$ cat config.mk
export PLATFORM = sky130hd
export DESIGN_NAME = bwio_port
export DESIGN_NICKNAME = d
export VERILOG_FILES = /design/src/rtl/bwio_port.v
export VERILOG_INCLUDE_DIRS = /design/src /design/src/rtl
export SDC_FILE = /design/constraint.sdc
export NUM_CORES = 1
export LEC_CHECK = 0
export BUFFER_PORTS_ARGS = -buffer_cell sky130_fd_sc_hd__buf_2
export CAP_MARGIN = 20
export CORE_ASPECT_RATIO = 2
export CORE_MARGIN = 5
export CORE_UTILIZATION = 52
export CTS_BUF_LIST = sky130_fd_sc_hd__clkbuf_16
export CTS_CLUSTER_DIAMETER = 200
export DETAILED_ROUTE_END_ITERATION = 12
export MAX_ROUTING_LAYER = met4
export PLACE_DENSITY = 0.84
export SYNTH_ARGS = -nofsm -noshare
export SYNTH_HDL_FRONTEND = slang
export SYNTH_HIERARCHICAL = 1
export SYNTH_SLANG_ARGS = --single-unit
export TNS_END_PERCENT = 10
$ cat constraint.sdc
create_clock -name clk -period 4.6 [get_ports clk]
set_clock_uncertainty 0.2 [all_clocks]
set_input_delay 0.23 -clock clk [delete_from_list [all_inputs] [get_ports clk]]
set_output_delay 0.23 -clock clk [all_outputs]
set_load 0.01 [all_outputs]
$ cat src/rtl/bwio_defines.vh
`ifndef BWIO_DEFINES_VH
`define BWIO_DEFINES_VH

// ---------------------------------------------------------------
// Register map (byte addresses, one word each)
// ---------------------------------------------------------------
`define BWIO_DATA_OFFSET   8'h00
`define BWIO_DIR_OFFSET    8'h04
`define BWIO_PULL_OFFSET   8'h08

// ---------------------------------------------------------------
// Reset values, and the value the direction offset reads back
// ---------------------------------------------------------------
`define BWIO_DIR_RESET     8'h00
`define BWIO_LATCH_RESET   8'h00
`define BWIO_PULL_RESET    8'h00
`define BWIO_DIR_READ_VAL  8'h00

`endif

$ cat src/rtl/bwio_port.v
`timescale 1ns/100ps
`include "bwio_defines.vh"

// ---------------------------------------------------------------
// Per-pin cell
// ---------------------------------------------------------------
// One pin's read select and drive decisions, kept in one place
// so that all eight bits follow the same direction rule
module bwio_pin_cell
(
    // Stored settings of this pin
    input  wire dir_bit,
    input  wire latch_bit,
    input  wire pull_bit,
    // Synchronised pin level
    input  wire pin_bit,
    // Decisions handed back to the port
    output wire rd_bit,
    output wire oe_n_bit,
    output wire pull_on_bit
);

    // Output pins read back their latch, input pins the pin level
    assign rd_bit      = dir_bit ? latch_bit : pin_bit;
    // Driven only in output mode; a low enable means driving
    assign oe_n_bit    = ~dir_bit;
    // Pull-up only for an input whose control bit is set
    assign pull_on_bit = pull_bit & ~dir_bit;

endmodule // bwio_pin_cell

module bwio_port
#(
    parameter WIDTH = 8
)
(
    // Clock and reset
    input  wire                clk,
    input  wire                sys_rst,
    // Wishbone slave
    input  wire                wb_cyc_i,
    input  wire                wb_stb_i,
    input  wire                wb_we_i,
    input  wire [7:0]          wb_adr_i,
    input  wire [3:0]          wb_sel_i,
    input  wire [31:0]         wb_dat_i,
    output reg  [31:0]         wb_dat_o,
    output reg                 wb_ack_o,
    output reg                 wb_err_o,
    // Port pins
    input  wire [WIDTH-1:0]    pin_i,
    output reg  [WIDTH-1:0]    pin_o,
    output reg  [WIDTH-1:0]    pin_oe_n,
    output reg  [WIDTH-1:0]    pullup_en
);

    // ---------------------------------------------------------------
    // State
    // ---------------------------------------------------------------
    reg [WIDTH-1:0] dir_reg;
    reg [WIDTH-1:0] latch_reg;
    reg [WIDTH-1:0] pull_reg;
    reg [WIDTH-1:0] pin_meta_reg;
    reg [WIDTH-1:0] pin_sync_reg;
    reg [WIDTH-1:0] rd_next;
    reg             hit_next;
    // Per-pin decisions from the cell array
    wire [WIDTH-1:0] rd_cell;
    wire [WIDTH-1:0] oe_n_cell;
    wire [WIDTH-1:0] pull_cell;

    wire req     = wb_cyc_i & wb_stb_i & ~wb_ack_o & ~wb_err_o;
    wire wr_lane = wb_we_i & wb_sel_i[0];
    wire is_data = (wb_adr_i == `BWIO_DATA_OFFSET);
    wire is_dir  = (wb_adr_i == `BWIO_DIR_OFFSET);
    wire is_pull = (wb_adr_i == `BWIO_PULL_OFFSET);

    // ---------------------------------------------------------------
    // Pin synchroniser
    // ---------------------------------------------------------------
    // Two stages; only the second is looked at by the read path
    // Pin reads therefore trail the pin by two to three clocks,
    // traded for freedom from metastable values on the bus
    always @(posedge clk)
    begin
        if (sys_rst)
        begin
            pin_meta_reg <= {WIDTH{1'b0}};
            pin_sync_reg <= {WIDTH{1'b0}};
        end
        else
        begin
            pin_meta_reg <= pin_i;
            pin_sync_reg <= pin_meta_reg;
        end
    end

    // ---------------------------------------------------------------
    // Per-pin cells
    // ---------------------------------------------------------------
    // One cell per pin; each bit follows its own direction bit
    genvar g;
    generate
        for (g = 0; g < WIDTH; g = g + 1)
        begin : g_pin
            bwio_pin_cell i_bwio_pin_cell
            (
                .dir_bit     (dir_reg[g]),
                .latch_bit   (latch_reg[g]),
                .pull_bit    (pull_reg[g]),
                .pin_bit     (pin_sync_reg[g]),
                .rd_bit      (rd_cell[g]),
                .oe_n_bit    (oe_n_cell[g]),
                .pull_on_bit (pull_cell[g])
            );
        end
    endgenerate

    // ---------------------------------------------------------------
    // Read data and decode
    // ---------------------------------------------------------------
    // Per bit mux: output pins show latch, input pins show pin level
    always @*
    begin
        rd_next  = {WIDTH{1'b0}};
        hit_next = is_data | is_dir | is_pull;
        if (is_data)
            rd_next = rd_cell;
        else if (is_dir)
            rd_next = `BWIO_DIR_READ_VAL;
        else if (is_pull)
            rd_next = pull_reg;
    end

    // ---------------------------------------------------------------
    // Write strobes
    // ---------------------------------------------------------------
    // A store needs lane 0; the other lanes hold nothing of ours
    wire wr_data = req & wr_lane & is_data;
    wire wr_dir  = req & wr_lane & is_dir;
    wire wr_pull = req & wr_lane & is_pull;
    // Reads are answered with data only for mapped offsets
    wire rd_hit  = req & hit_next & ~wb_we_i;

    // ---------------------------------------------------------------
    // Registers and bus answer
    // ---------------------------------------------------------------
    // One wait-free cycle: ack the edge after the request is seen
    // A request is ignored while ack or err stands, so a master
    // that holds stb one cycle too long cannot store twice
    always @(posedge clk)
    begin
        if (sys_rst)
        begin
            dir_reg   <= `BWIO_DIR_RESET;
            latch_reg <= `BWIO_LATCH_RESET;
            pull_reg  <= `BWIO_PULL_RESET;
            wb_ack_o  <= 1'b0;
            wb_err_o  <= 1'b0;
            wb_dat_o  <= 32'h00000000;
        end
        else
        begin
            wb_ack_o <= req & hit_next;
            wb_err_o <= req & ~hit_next;
            wb_dat_o <= 32'h00000000;
            if (rd_hit)
                wb_dat_o <= {{(32-WIDTH){1'b0}}, rd_next};
            // Whole byte stored regardless of direction; no bit is protected
            if (wr_data)
                latch_reg <= wb_dat_i[WIDTH-1:0];
            // Write-only; software must keep its own copy
            if (wr_dir)
                dir_reg <= wb_dat_i[WIDTH-1:0];
            if (wr_pull)
                pull_reg <= wb_dat_i[WIDTH-1:0];
        end
    end

    // ---------------------------------------------------------------
    // Pin drivers
    // ---------------------------------------------------------------
    // Registered so outputs lag the latch by one cycle
    always @(posedge clk)
    begin
        if (sys_rst)
        begin
            pin_o     <= {WIDTH{1'b0}};
            pin_oe_n  <= {WIDTH{1'b1}};
            pullup_en <= {WIDTH{1'b0}};
        end
        else
        begin
            pin_o     <= latch_reg;
            pin_oe_n  <= oe_n_cell;
            pullup_en <= pull_cell;
        end
    end

endmodule // bwio_port

Word-level counts from Yosys, hierarchy flattened
Cells that the tools add are included.
Operators by class
  add/subtract/negate cells: 0
  multipliers: 0
  div/mod/pow operators: 0
  order comparisons: 0
  eq/ne operators: 2
  shifts and indexed selects: 0
  mux-type cells: 11
  bitwise gates (word level): 34
  reduce and logical (&&, ||, !) cells: 2
Operators by type and width (count)
  8-bit two-way mux: 3
  1-bit bitwise AND: 19
  1-bit inverter: 13
  8-bit by 3-bit equality test with 1-bit output (second input constant): 1
  8-bit by 4-bit equality test with 1-bit output (second input constant): 1
  8-bit zero test: 1
  1-bit two-way mux: 8
  1-bit OR: 2
  2-bit OR reduction: 1
Word-level totals
  flip-flop bits (word level): 98
  latch bits: 0
  RAM bits: 0
  bits in read-only memories: 0
  output and inout port bits: 58
  memories: 0

Depth between registers and ports, before layout
Gate-level depths: netlist of run 1.
  depth in word-level cells: 7
  mapped depth: 4
  gate-level depth less buffers: 3

By module
The synthesis of run 1 kept the hierarchy.
Modules (own cells, without submodules)
  bwio_port: instances 1, cells an instance 246, area each 2690.1 um^2, seq. area each 1481.4 um^2
  bwio_pin_cell: instances 8, cells an instance 3, area each 27.5 um^2, seq. area each 0.0 um^2

Worst setup path before layout of run 1
OpenSTA, ideal clock, no wires.
  path kind: register -> register
  start point: reg wb_err_o
  end point: reg dir_reg[0]
  arrival time: 1.256 ns
  data required time: 4.328 ns
  slack: 3.072 ns
  stages on the path, launching flop included: 5
  path buffers: 1
  period minus slack after synthesis: 1.528 ns
  path through: dfxtp_1 -> and4bb_2 -> and4_1 -> clkbuf_1 -> mux2i_1
Between the ends
  cells in the longest elaborated chain, start to end: 4
RTL lines
  from (decl): RTL line bwio_port.v:49  | output reg wb_err_o,
  from (signal assigned): RTL line bwio_port.v:165  | wb_err_o <= req & ~hit_next;
  1-bit inverter: RTL line bwio_port.v:72  | wire req = wb_cyc_i & wb_stb_i & ~wb_ack_o & ~wb_err_o;
  1-bit bitwise AND: RTL line bwio_port.v:72
  1-bit bitwise AND (2 in series): RTL line bwio_port.v:140  | wire wr_dir = req & wr_lane & is_dir;
  to (signal assigned): RTL line bwio_port.v:155  | dir_reg <= `BWIO_DIR_RESET;
  to (signal assigned): RTL line bwio_port.v:174  | dir_reg <= wb_dat_i[WIDTH-1:0];
  to (decl): RTL line bwio_port.v:60  | reg [WIDTH-1:0] dir_reg;
No other way between the ends.
A chain may end at the register's enable or synchronous reset.

Worst setup path after layout of run 1
  start point: in wb_adr_i[5]
  end point: reg wb_dat_o[3]
Between the ends
  cells in the longest elaborated chain, start to end: 7
  elaborated cells on any way between the ends: 12
RTL lines
  from (decl): RTL line bwio_port.v:44  | input wire [7:0] wb_adr_i,
  8-bit by 3-bit equality test with 1-bit output (no source line) or 8-bit zero test (tied branches)
  1-bit OR (2 in series): RTL line bwio_port.v:126  | hit_next = is_data | is_dir | is_pull;
  1-bit bitwise AND (2 in series): RTL line bwio_port.v:143  | wire rd_hit = req & hit_next & ~wb_we_i;
  1-bit inverter (no source line)
  2-bit OR reduction (no source line)
  to (signal assigned): RTL line bwio_port.v:168  | wb_dat_o <= {{(32-WIDTH){1'b0}}, rd_next};
  to (decl): RTL line bwio_port.v:47  | output reg [31:0] wb_dat_o,
Several ways; a longest one is shown, not always the timed one.

==> results of run 1 <==
[metal layers]
metal | GRT usage | routed length [um] | part of all wire
met5 | - | 0 | 0
met4 | 0.0807 | 114 | 0.021
met3 | 0.0592 | 418 | 0.077
met2 | 0.278 | 2790 | 0.51
met1 | 0.157 | 2120 | 0.39
[power groups by stage]
| stage | Clock, mW | Sequential [mW] | Combinational (mW) |
|---|---|---|---|
| 2_1_floorplan | 0 | 0.663 | 0.0524 |
| 5_1_grt | 0.609 | 0.651 | 0.0708 |
| 3_5_place_dp | 0 | 0.664 | 0.0586 |
| 3_3_place_gp | 0 | 0.663 | 0.0575 |
| 4_1_cts | 0.585 | 0.650 | 0.0643 |
| 6_report | 0.575 | 0.650 | 0.0641 |
[worst max-delay path, stage by stage]
cell       delay, ns
buf_2           0.11
nor4_4          0.89
nand3_1         0.52
a2111oi_0       0.52
[cells in the final DEF, fill, tap and decap left out, drive strengths merged, types with 2 or more instances in the layout]
cell / synthesis / routed
a2111oi: 8 / 8
and2b: 8 / 8
buf: 26 / 63
clkbuf: 9 / 9
conb: 1 / 24
dfxtp: 74 / 74
dlygate4sd3: 0 / 8
inv: 16 / 19
mux2: 8 / 8
mux2i: 24 / 24
nand2b: 33 / 33
nand3: 17 / 17
nand4: 3 / 3
nor2: 2 / 2
nor2b: 25 / 25
nor4: 2 / 2
or2: 8 / 8
[final cells by class]
cell class,count,area (sq um),area share
multi-input combinational,168,1240,0.354
sequential,74,1480,0.424
tap,60,75.1,0.0215
clock buffer,9,225,0.0645
timing repair buffer,71,395,0.113
clock inverter,4,16.3,0.00466
inverter,16,60.1,0.0172
[logic make-up after synthesis]
group | after synthesis
multiplexers | 32
AND/OR/NAND/NOR | 104
other | 1
buffers and inverters | 51
AO/OA/AOI/OAI | 8
flip-flops | 74
[stage by stage]
| stage | std cells | setup slack [ns] | util | area (sq um) |
|---|---|---|---|---|
| 2_1_floorplan | 293 | 3.07 | - | 3000 |
| 3_3_place_gp | 381 | 2.11 | 0.585 | 3170 |
| 3_5_place_dp | 381 | 2.04 | 0.585 | 3170 |
| 4_1_cts | 402 | 2.34 | 0.644 | 3490 |
| 5_1_grt | 402 | 2.14 | 0.644 | 3490 |
| 6_report | 402 | 2.31 | 0.644 | 3490 |
[path summary, 6_finish.rpt]
kind | startpoint | end | slack, ns | depth (start not counted)
worst max-delay path | wb_adr_i[5] | wb_dat_o[3]$_SDFF_PP0_ | 2.31 | 4
worst min-delay path | wb_we_i | wb_dat_o[7]$_SDFF_PP0_ | 0.03 | 2
worst max register to register | wb_err_o$_SDFF_PP0_ | wb_dat_o[3]$_SDFF_PP0_ | 2.87 | 3
worst min register to register | pin_meta_reg[7]$_SDFF_PP0_ | pin_sync_reg[7]$_SDFF_PP0_ | 0.24 | 1
==> results.txt, run 1 <==
post-synth top area share - 0.509
Critical Path Fanout Max - 21
total grt overflow - 0
vias in the first global route - 1996
pwr dens - 369 nW/um^2
dpl hpwl - 3790 um
via count - 1963
Synth Area in Compound Gates - 0.0245
main combinational cell family by area after synthesis - simple AND/OR/NAND/NOR gates
Clock transition at path regs - 0.05 ns
Vias/cell - 4.88
DR WL/cell - 13.5 um
fin crit share - 0.498
CTS Sinks - 74
startpoint types - input pin
Slew Viols, Final - 0
die height - 116 um
Max Cap Violations - 0
Internal - 1.03 mW
count of cell types in the netlist - 26
ys async rst share - 0
flops & latches, synth - 74
Worst-Margin Slew - 1.01 ns
Slew headroom - 0.319
post-synth top area cell - dfxtp_1
number of synthesized flops with an enable pin - 0
nets@finish - 397
most frequent cell after synthesis - dfxtp_1
hold_buf cts - 8
Hold WS - 0.0270 ns
Resized cells post-CTS - 0
Synth Warn # - 6
post-synthesis adder-cell area fraction - 0
die area - 7280 sq um
io pins - 115
Synth area leaders - dfxtp_1 51%, mux2i_1 8.3%, nand2b_1 7.1%
Worst IR Drop VDD - 0.350 mV
unrepaired setup endpoints after global routing - no
First-pass DRT Iterations - 4
TNS Setup - 0 ns
Ant. Diodes - 0
P&R area growth vs syn - 19.9%
GRT Overall Usage - 0.162
clock root cell - clkbuf_16
1st-iter DRT viols - 76
Combinational Power Share - 0.050
outcome - finished clean
# setup viols final - 0
pin count of the biggest net entering global routing - 66
top_reg_cell synth - dfxtp_1
cts bufs inserted - 9
FMAX - 0.437 GHz
Tot Pwr - 1.29 mW
mux cell area share after synthesis - 0.124
Leakage - 1.67 nW
Post-Synth Simple-Gate Area - 0.243
worst skew pair latency - 0.33 ns
first-pass GRT wire length - 8920 um
post-synthesis xor/xnor area fraction - 0
initial antenna violation count - 0
WL final - 5440 um
Hold Fails Final Rpt - 0
Clock power frac - 0.446
WP data arrival - 2.27 ns
CTS max path bufs - 2
post-CTS setup buffers - 0
drt drc - 0
ANT nets after route - 0
Post-Syn Area per Cell - 10.8 sq um
Cell Area, Synth - 2910 sq um
Net Sw Frac - 0.205
Die X - 62.9 um
Post-synth top cells - 74 x dfxtp_1, 33 x nand2b_1, 25 x buf_4, 25 x nor2b_1, 24 x mux2i_1
Reg power frac - 0.504
Core Rows - 38
starting density of the core - 0.537
Hold Path Class - in2reg
CP endpoint kind - flop
crit path kind - in2reg
Mapped Cells - 270
CP required - 4.58 ns
CORE AREA - 5420 sq um
register area share after synthesis - 0.509
layout cells sized above 1 - 0.304
CTS tree - done
IO Port Bufs - 63
H-tree depth - 3
Psw - 0.265 mW
Min Clock Period, post-route - 2.29 ns
gp weighted congestion - 0.799
fillers - 457
Power figures use the tool's default switching activity.
==> run 2: changes to the inputs <==
--- a/config.mk
+++ b/config.mk
@@ -6,16 +6,17 @@
 export SDC_FILE = /design/constraint.sdc
 export NUM_CORES = 1
 export LEC_CHECK = 0
+export ABC_AREA = 1
 export BUFFER_PORTS_ARGS = -buffer_cell sky130_fd_sc_hd__buf_2
 export CAP_MARGIN = 20
 export CORE_ASPECT_RATIO = 2
 export CORE_MARGIN = 5
-export CORE_UTILIZATION = 52
+export CORE_UTILIZATION = 49
 export CTS_BUF_LIST = sky130_fd_sc_hd__clkbuf_16
 export CTS_CLUSTER_DIAMETER = 200
 export DETAILED_ROUTE_END_ITERATION = 12
 export MAX_ROUTING_LAYER = met4
-export PLACE_DENSITY = 0.84
+export PLACE_DENSITY = 0.79
 export SYNTH_ARGS = -nofsm -noshare
 export SYNTH_HDL_FRONTEND = slang
 export SYNTH_HIERARCHICAL = 1
==> constraint.sdc (replaced) <==
create_clock -name clk -period 2.4 [get_ports clk]
set_clock_uncertainty 0.2 [all_clocks]
set_input_delay 0.12 -clock clk [delete_from_list [all_inputs] [get_ports clk]]
set_output_delay 0.12 -clock clk [all_outputs]
set_load 0.01 [all_outputs]
==> results.txt, run 2 <==
outcome - finished clean
Slew Viols, Final - 0 (unchanged)
critical-path cell list - nor2_1 -> nand3_1 -> nor2_2 -> buf_4 -> nand3_1 -> nand2_1 -> nor2_1
Psw - 0.565 mW (+110%)
P&R area growth vs syn - 24.0%
post-CTS setup buffers - 0 (unchanged)
Slew headroom - 0.514 (+0.195)
crit path kind - reg2reg
1st-iter DRT viols - 112 (+47%)
fin crit share - 0.701
sequential cell area - 1480 sq um (unchanged)
Reg power frac - 0.468 (-0.036)
Post-synth top cells - 78 x nor2_1, 75 x nand2_1, 74 x dfxtp_1
via count - 2587 (+32%)
area taken by multi-input logic gates - 1050 sq um (-15%)
ys async rst share - 0 (unchanged)
Internal - 2.10 mW (+100%)
CORE AREA - 6010 sq um (+11%)
TNS Setup - 0 ns (unchanged)
dpl hpwl - 4320 um (+14%)
Final Instance Area - 3760 sq um (+7.7%)
vias in the first global route - 2415 (+21%)
WP data arrival - 1.71 ns (-0.56 ns)
Synth area leaders - dfxtp_1 49%, nor2_1 9.7%, nand2_1 9.3%
DR WL/cell - 10.9 um (-20%)
fillers - 522 (+14%)
CP endpoint kind - flop
WL final - 6190 um (+14%)
Clock power frac - 0.477 (+0.031)
startpoint types - flop
FMAX - 0.594 GHz
crit path buf inv count - 1 (unchanged)
Net Sw Frac - 0.212 (+0.00722)
cell total after placement - 528 (+39%)
Cell Area, Synth - 3030 sq um (+4.2%)
clock root cell - clkbuf_16
Ant. Diodes - 0 (unchanged)
cell family with most CP delay - simple AND/OR/NAND/NOR gates
Vias/cell - 4.55 (-6.7%)
Combinational Power Share - 0.054 (+0.004)
global routing's busiest layer - met2
Hold Path Class - in2reg
first-pass GRT wire length - 10200 um (+14%)
io pins - 115 (unchanged)
GRT Overall Usage - 0.174 (+0.0124)
gp weighted congestion - 0.805 (+0.76%)
Hold Fails Final Rpt - 0 (unchanged)
Die X - 65.6 um (+4.3%)
most frequent cells in the layout - 78 x nor2_1, 75 x nand2_1, 74 x dfxtp_1, 67 x inv_1, 63 x buf_2
Leakage - 1.86 nW (+11%)
starting density of the core - 0.505 (-0.0321)
pwr dens - 708 nW/um^2 (+92%)
max incr delay on CP - 0.40 ns (-0.49 ns)
die area - 7960 sq um (+9.2%)
H-tree depth - 3 (unchanged)
Post-Syn Area per Cell - 7.25 sq um (-33%)
First-pass DRT Iterations - 4 (unchanged)
most frequent cell after synthesis - nor2_1
CTS Sinks - 74 (unchanged)
hold depth - 5 (+3)
WP depth - 7 (+3)
Mapped Cells - 418 (+55%)
Worst IR Drop VDD - 0.367 mV (+4.8%)
Synth Warn # - 6 (unchanged)
flops & latches, synth - 74 (unchanged)
layout cells sized above 1 - 0.218 (-0.0863)
Area after DPL - 3230 sq um (+2.0%)
Clock transition at path regs - 0.05 ns (about the same)
register area share after synthesis - 0.489 (-0.0204)
Min Clock Period, post-route - 1.68 ns
cts bufs inserted - 9 (unchanged)
CTS tree - done
pin count of the biggest net entering global routing - 49 (-26%)
unrepaired setup endpoints after global routing - no
die height - 121 um (+4.7%)
grt met3 use - 0.0445 (-0.0147)
drt drc - 0 (unchanged)
final std cells w/o fill - 568 (+41%)
post-synth top area cell - dfxtp_1
Worst R2R Path Depth - 7 (+4)
ANT nets after route - 0 (unchanged)
# setup viols final - 0 (unchanged)
count of cell types in the netlist - 18 (-31%)
top_reg_cell synth - dfxtp_1
CP required - 2.43 ns (-2.15 ns)
post-synth top area share - 0.489 (-0.0204)
number of synthesized flops with an enable pin - 0 (unchanged)
IO Port Bufs - 63 (unchanged)
initial antenna violation count - 0 (unchanged)
Core Rows - 40 (+5.3%)
met1 Usage GRT - 0.163 (+0.00623)
total grt overflow - 0 (unchanged)
Max Cap Violations - 0 (unchanged)
worst skew pair latency - 0.33 ns (about the same)
commonest non-fill, non-tap cell in the layout - nor2_1
GR Layer Usage met2 - 0.307 (+0.0291)
slowest CP cell - buf_4
Worst-Margin Slew - 0.728 ns (-0.286 ns)
nets@finish - 557 (+40%)
CTS max path bufs - 2 (unchanged)
Critical Path Fanout Max - 48 (+130%)
-- run 2: changes by cell type after synthesis, sizes merged, moves of 3 or more --
| cell | change |
|---|---|
| clkbuf | -3 |
| nand4 | -3 |
| and2b | -8 |
| nand2 | +83 |
| nand2b | -33 |
| nor2 | +78 |
| mux2 | -8 |
| inv | +62 |
| a21oi | +24 |
| nor2b | -25 |
| a2111oi | -8 |
| nand3 | +10 |
| mux2i | -24 |
| buf | +9 |
-- run 2: final cells by class --
type | instances | area share
Sequential cell | 74 | 0.394
Timing Repair Buffer | 89 | 0.152
Multi-Input combinational cell | 248 | 0.279
Inverter | 78 | 0.0779
Clock buffer | 9 | 0.0599
Clock inverter | 7 | 0.0163
Tap cell | 63 | 0.0210
-- run 2: logic make-up after synthesis --
logic type | after synthesis | share of synthesized area
buf+inv | 119 | 0.194
compound gates | 24 | 0.0396
simple gates | 200 | 0.277
other cells | 1 | 0.00124
flops | 74 | 0.489
-- run 2: final timing paths --
check | start | end | slack (ns)
worst max-delay path | wb_ack_o$_SDFF_PP0_ | pull_reg[2]$_SDFFE_PP0P_ | 0.72
worst min-delay path | wb_stb_i | wb_err_o$_SDFF_PP0_ | 0.03
worst max register to register | wb_ack_o$_SDFF_PP0_ | pull_reg[2]$_SDFFE_PP0P_ | 0.72
worst min register to register | pin_meta_reg[7]$_SDFF_PP0_ | pin_sync_reg[7]$_SDFF_PP0_ | 0.20
-- run 2: stage by stage --
stage	setup WS [ns]	total power [mW]	hold slack (ns)	utilization
after global routing	0.549	2.76	0.0723	0.626
after floorplan	1.06	1.38	0.0270	-
after detailed placement	0.769	1.39	0.127	0.538
final	0.718	2.66	0.0276	0.626
after global placement	0.818	1.38	0.120	0.538
after CTS	0.753	2.69	0.00690	0.626
-- run 2: worst register-to-register path: cells and delay by family (launching register included) --
family / cells / cell delay (ns)
flip-flops: 1 / 0.31
AND/OR/NAND/NOR: 6 / 0.66
buffers and inverters: 1 / 0.40
-- run 2: power groups by stage --
stage          Clock, mW  Combinational, mW  Sequential (mW)
3_5_place_dp           0              0.113             1.27
4_1_cts             1.30              0.143             1.25
5_1_grt             1.35              0.163             1.25
6_report            1.27              0.144             1.25
3_3_place_gp           0              0.111             1.27
2_1_floorplan          0              0.108             1.27
-- run 2: timing repair --
action                    in CTS  in global routing
hold endpoints to repair      40                  0
hold buffers                  24                  0
gates resized for setup        0                  0
-- run 2: layer usage --
metal | wire length, um | share of wire | vias up
met5 | 0 | 0 | -
met1 | 2250 | 0.36 | 1163
li1 | - | - | 1338
met4 | 195 | 0.032 | 0
met2 | 3410 | 0.55 | 72
met3 | 326 | 0.053 | 14
==> run 3: changes to the inputs <==
--- a/config.mk
+++ b/config.mk
@@ -6,17 +6,17 @@
 export SDC_FILE = /design/constraint.sdc
 export NUM_CORES = 1
 export LEC_CHECK = 0
-export ABC_AREA = 1
+export ABC_AREA = 0
 export BUFFER_PORTS_ARGS = -buffer_cell sky130_fd_sc_hd__buf_2
 export CAP_MARGIN = 20
 export CORE_ASPECT_RATIO = 2
 export CORE_MARGIN = 5
-export CORE_UTILIZATION = 49
+export CORE_UTILIZATION = 48
 export CTS_BUF_LIST = sky130_fd_sc_hd__clkbuf_16
 export CTS_CLUSTER_DIAMETER = 200
 export DETAILED_ROUTE_END_ITERATION = 12
 export MAX_ROUTING_LAYER = met4
-export PLACE_DENSITY = 0.79
+export PLACE_DENSITY = 0.78
 export SYNTH_ARGS = -nofsm -noshare
 export SYNTH_HDL_FRONTEND = slang
 export SYNTH_HIERARCHICAL = 1
==> constraint.sdc (replaced) <==
create_clock -name clk -period 1.6 [get_ports clk]
set_clock_uncertainty 0.2 [all_clocks]
set_input_delay 0.08 -clock clk [delete_from_list [all_inputs] [get_ports clk]]
set_output_delay 0.08 -clock clk [all_outputs]
set_load 0.01 [all_outputs]
==> results.txt, run 3 (same netlist as run 1, synthesis figures left out) <==
CP endpoint kind - flop
Hold Fails Final Rpt - 0 (unchanged)
io pins - 115 (unchanged)
Slew Viols, Final - 0 (unchanged)
# setup viols final - 0 (unchanged)
FMAX - 0.637 GHz (+7.2%)
First-pass DRT Iterations - 4 (unchanged)
Hold WS - 0.0437 ns (+0.0161 ns)
final std cells w/o fill - 427 (-25%)
Min Clock Period, post-route - 1.57 ns (-0.113 ns)
Tot Pwr - 3.93 mW (+48%)
initial antenna violation count - 0 (unchanged)
Hold Path Class - in2reg
Worst IR Drop VDD - 0.496 mV (+35%)
Clock transition at path regs - 0.05 ns (about the same)
gp weighted congestion - 0.799 (-0.76%)
drt drc - 0 (unchanged)
sequential cell area - 1480 sq um (unchanged)
ANT nets after route - 0 (unchanged)
startpoint types - flop
most frequent cells in the layout - 74 x dfxtp_1, 63 x buf_2, 32 x nand2b_1, 25 x nor2b_1
P&R area growth vs syn - 28.7%
IO Port Bufs - 63 (unchanged)
Slew headroom - 0.642 (+0.128)
area taken by multi-input logic gates - 1270 sq um (+21%)
post-CTS setup buffers - 0 (unchanged)
CP required - 1.60 ns (-0.83 ns)
Ant. Diodes - 0 (unchanged)
pwr dens - 1050 nW/um^2 (+48%)
via count - 2046 (-21%)
TNS Setup - 0 ns (unchanged)
GRT Overall Usage - 0.150 (-0.0244)
crit path kind - reg2reg
WL final - 5460 um (-12%)
Critical Path Fanout Max - 10 (-79%)
Max Cap Violations - 0 (unchanged)
vias in the first global route - 1885 (-22%)
cts bufs inserted - 9 (unchanged)
nets@finish - 416 (-25%)
WP data arrival - 1.57 ns (-0.14 ns)
commonest non-fill, non-tap cell in the layout - dfxtp_1
fillers - 506 (-3.1%)
pin count of the biggest net entering global routing - 33 (-33%)
clock root cell - clkbuf_16
CTS Sinks - 74 (unchanged)
layout cells sized above 1 - 0.332 (+0.115)
Worst-Margin Slew - 0.535 ns (-0.193 ns)
DR WL/cell - 12.8 um (+17%)
Leakage - 1.79 nW (-3.9%)
1st-iter DRT viols - 54 (-52%)
cell total after placement - 394 (-25%)
fin crit share - 0.981 (+0.280)
worst skew pair latency - 0.33 ns (about the same)
outcome - finished clean
die area - 7820 sq um (-1.8%)
H-tree depth - 3 (unchanged)
CORE AREA - 5960 sq um (-0.83%)
Vias/cell - 4.79 (+5.2%)
CTS tree - done
dpl hpwl - 3640 um (-16%)
Core Rows - 40 (unchanged)
total grt overflow - 0 (unchanged)
die height - 120 um (-0.92%)
starting density of the core - 0.489 (-0.0161)
first-pass GRT wire length - 8600 um (-16%)
CTS max path bufs - 2 (unchanged)
Die X - 65.1 um (-0.85%)
run 3: path summary, 6_finish.rpt:
check,slack [ns],start,depth (start not counted),end
max,0.03,wb_err_o$_SDFF_PP0_,3,wb_dat_o[7]$_SDFF_PP0_
min,0.04,sys_rst,3,pin_meta_reg[4]$_SDFF_PP0_
min reg2reg,0.24,pin_meta_reg[3]$_SDFF_PP0_,1,pin_sync_reg[3]$_SDFF_PP0_
max reg2reg,0.03,wb_err_o$_SDFF_PP0_,3,wb_dat_o[7]$_SDFF_PP0_
run 3: through the flow:
stage	utilization	cell area, sq um	setup WS, ns
final	0.629	3750	0.0308
after global routing	0.629	3750	-0.0606
after floorplan	-	3000	0.0720
after CTS	0.624	3710	-0.0662
after global placement	0.547	3260	-0.0216
after detailed placement	0.547	3260	-0.108
run 3: cell type report:
cell class / instances / area share
clock buffer: 9 / 0.0601
clock inverter: 7 / 0.0144
inverter: 16 / 0.0160
multi-input combinational: 168 / 0.340
sequential: 74 / 0.395
tap: 63 / 0.0210
timing repair buffer: 90 / 0.153
run 3: critical path: stages (launching register included):
cell and delay [ns]:
dfxtp_1 0.30, and4bb_2 0.34, nand2b_2 0.19, a2111oi_1 0.41
run 3: what timing repair did:
item | in CTS | in global routing
pin swaps | 0 | 0
gates resized for setup | 4 | 9
endpoints found under the setup margin | 5 | 8
endpoints found under the hold margin | 40 | 0
hold buffers | 17 | 0
gates cloned | 0 | 0
run 3: routing by layer:
metal / track usage / up-vias / wire length [um]
met3: 0.0403 / 11 / 446
met1: 0.161 / 933 / 2170
met2: 0.236 / 86 / 2670
li1: - / 1016 / -
met4: 0.101 / 0 / 173
met5: - / - / 0
run 3: where the power goes:
part	total (mW)	leakage, nW	internal [mW]	switching (mW)
Combinational	0.217	1.04	0.105	0.112
Clock	1.84	0.148	1.17	0.668
Sequential	1.87	0.600	1.86	0.00435
Total	3.93	1.79	3.14	0.784
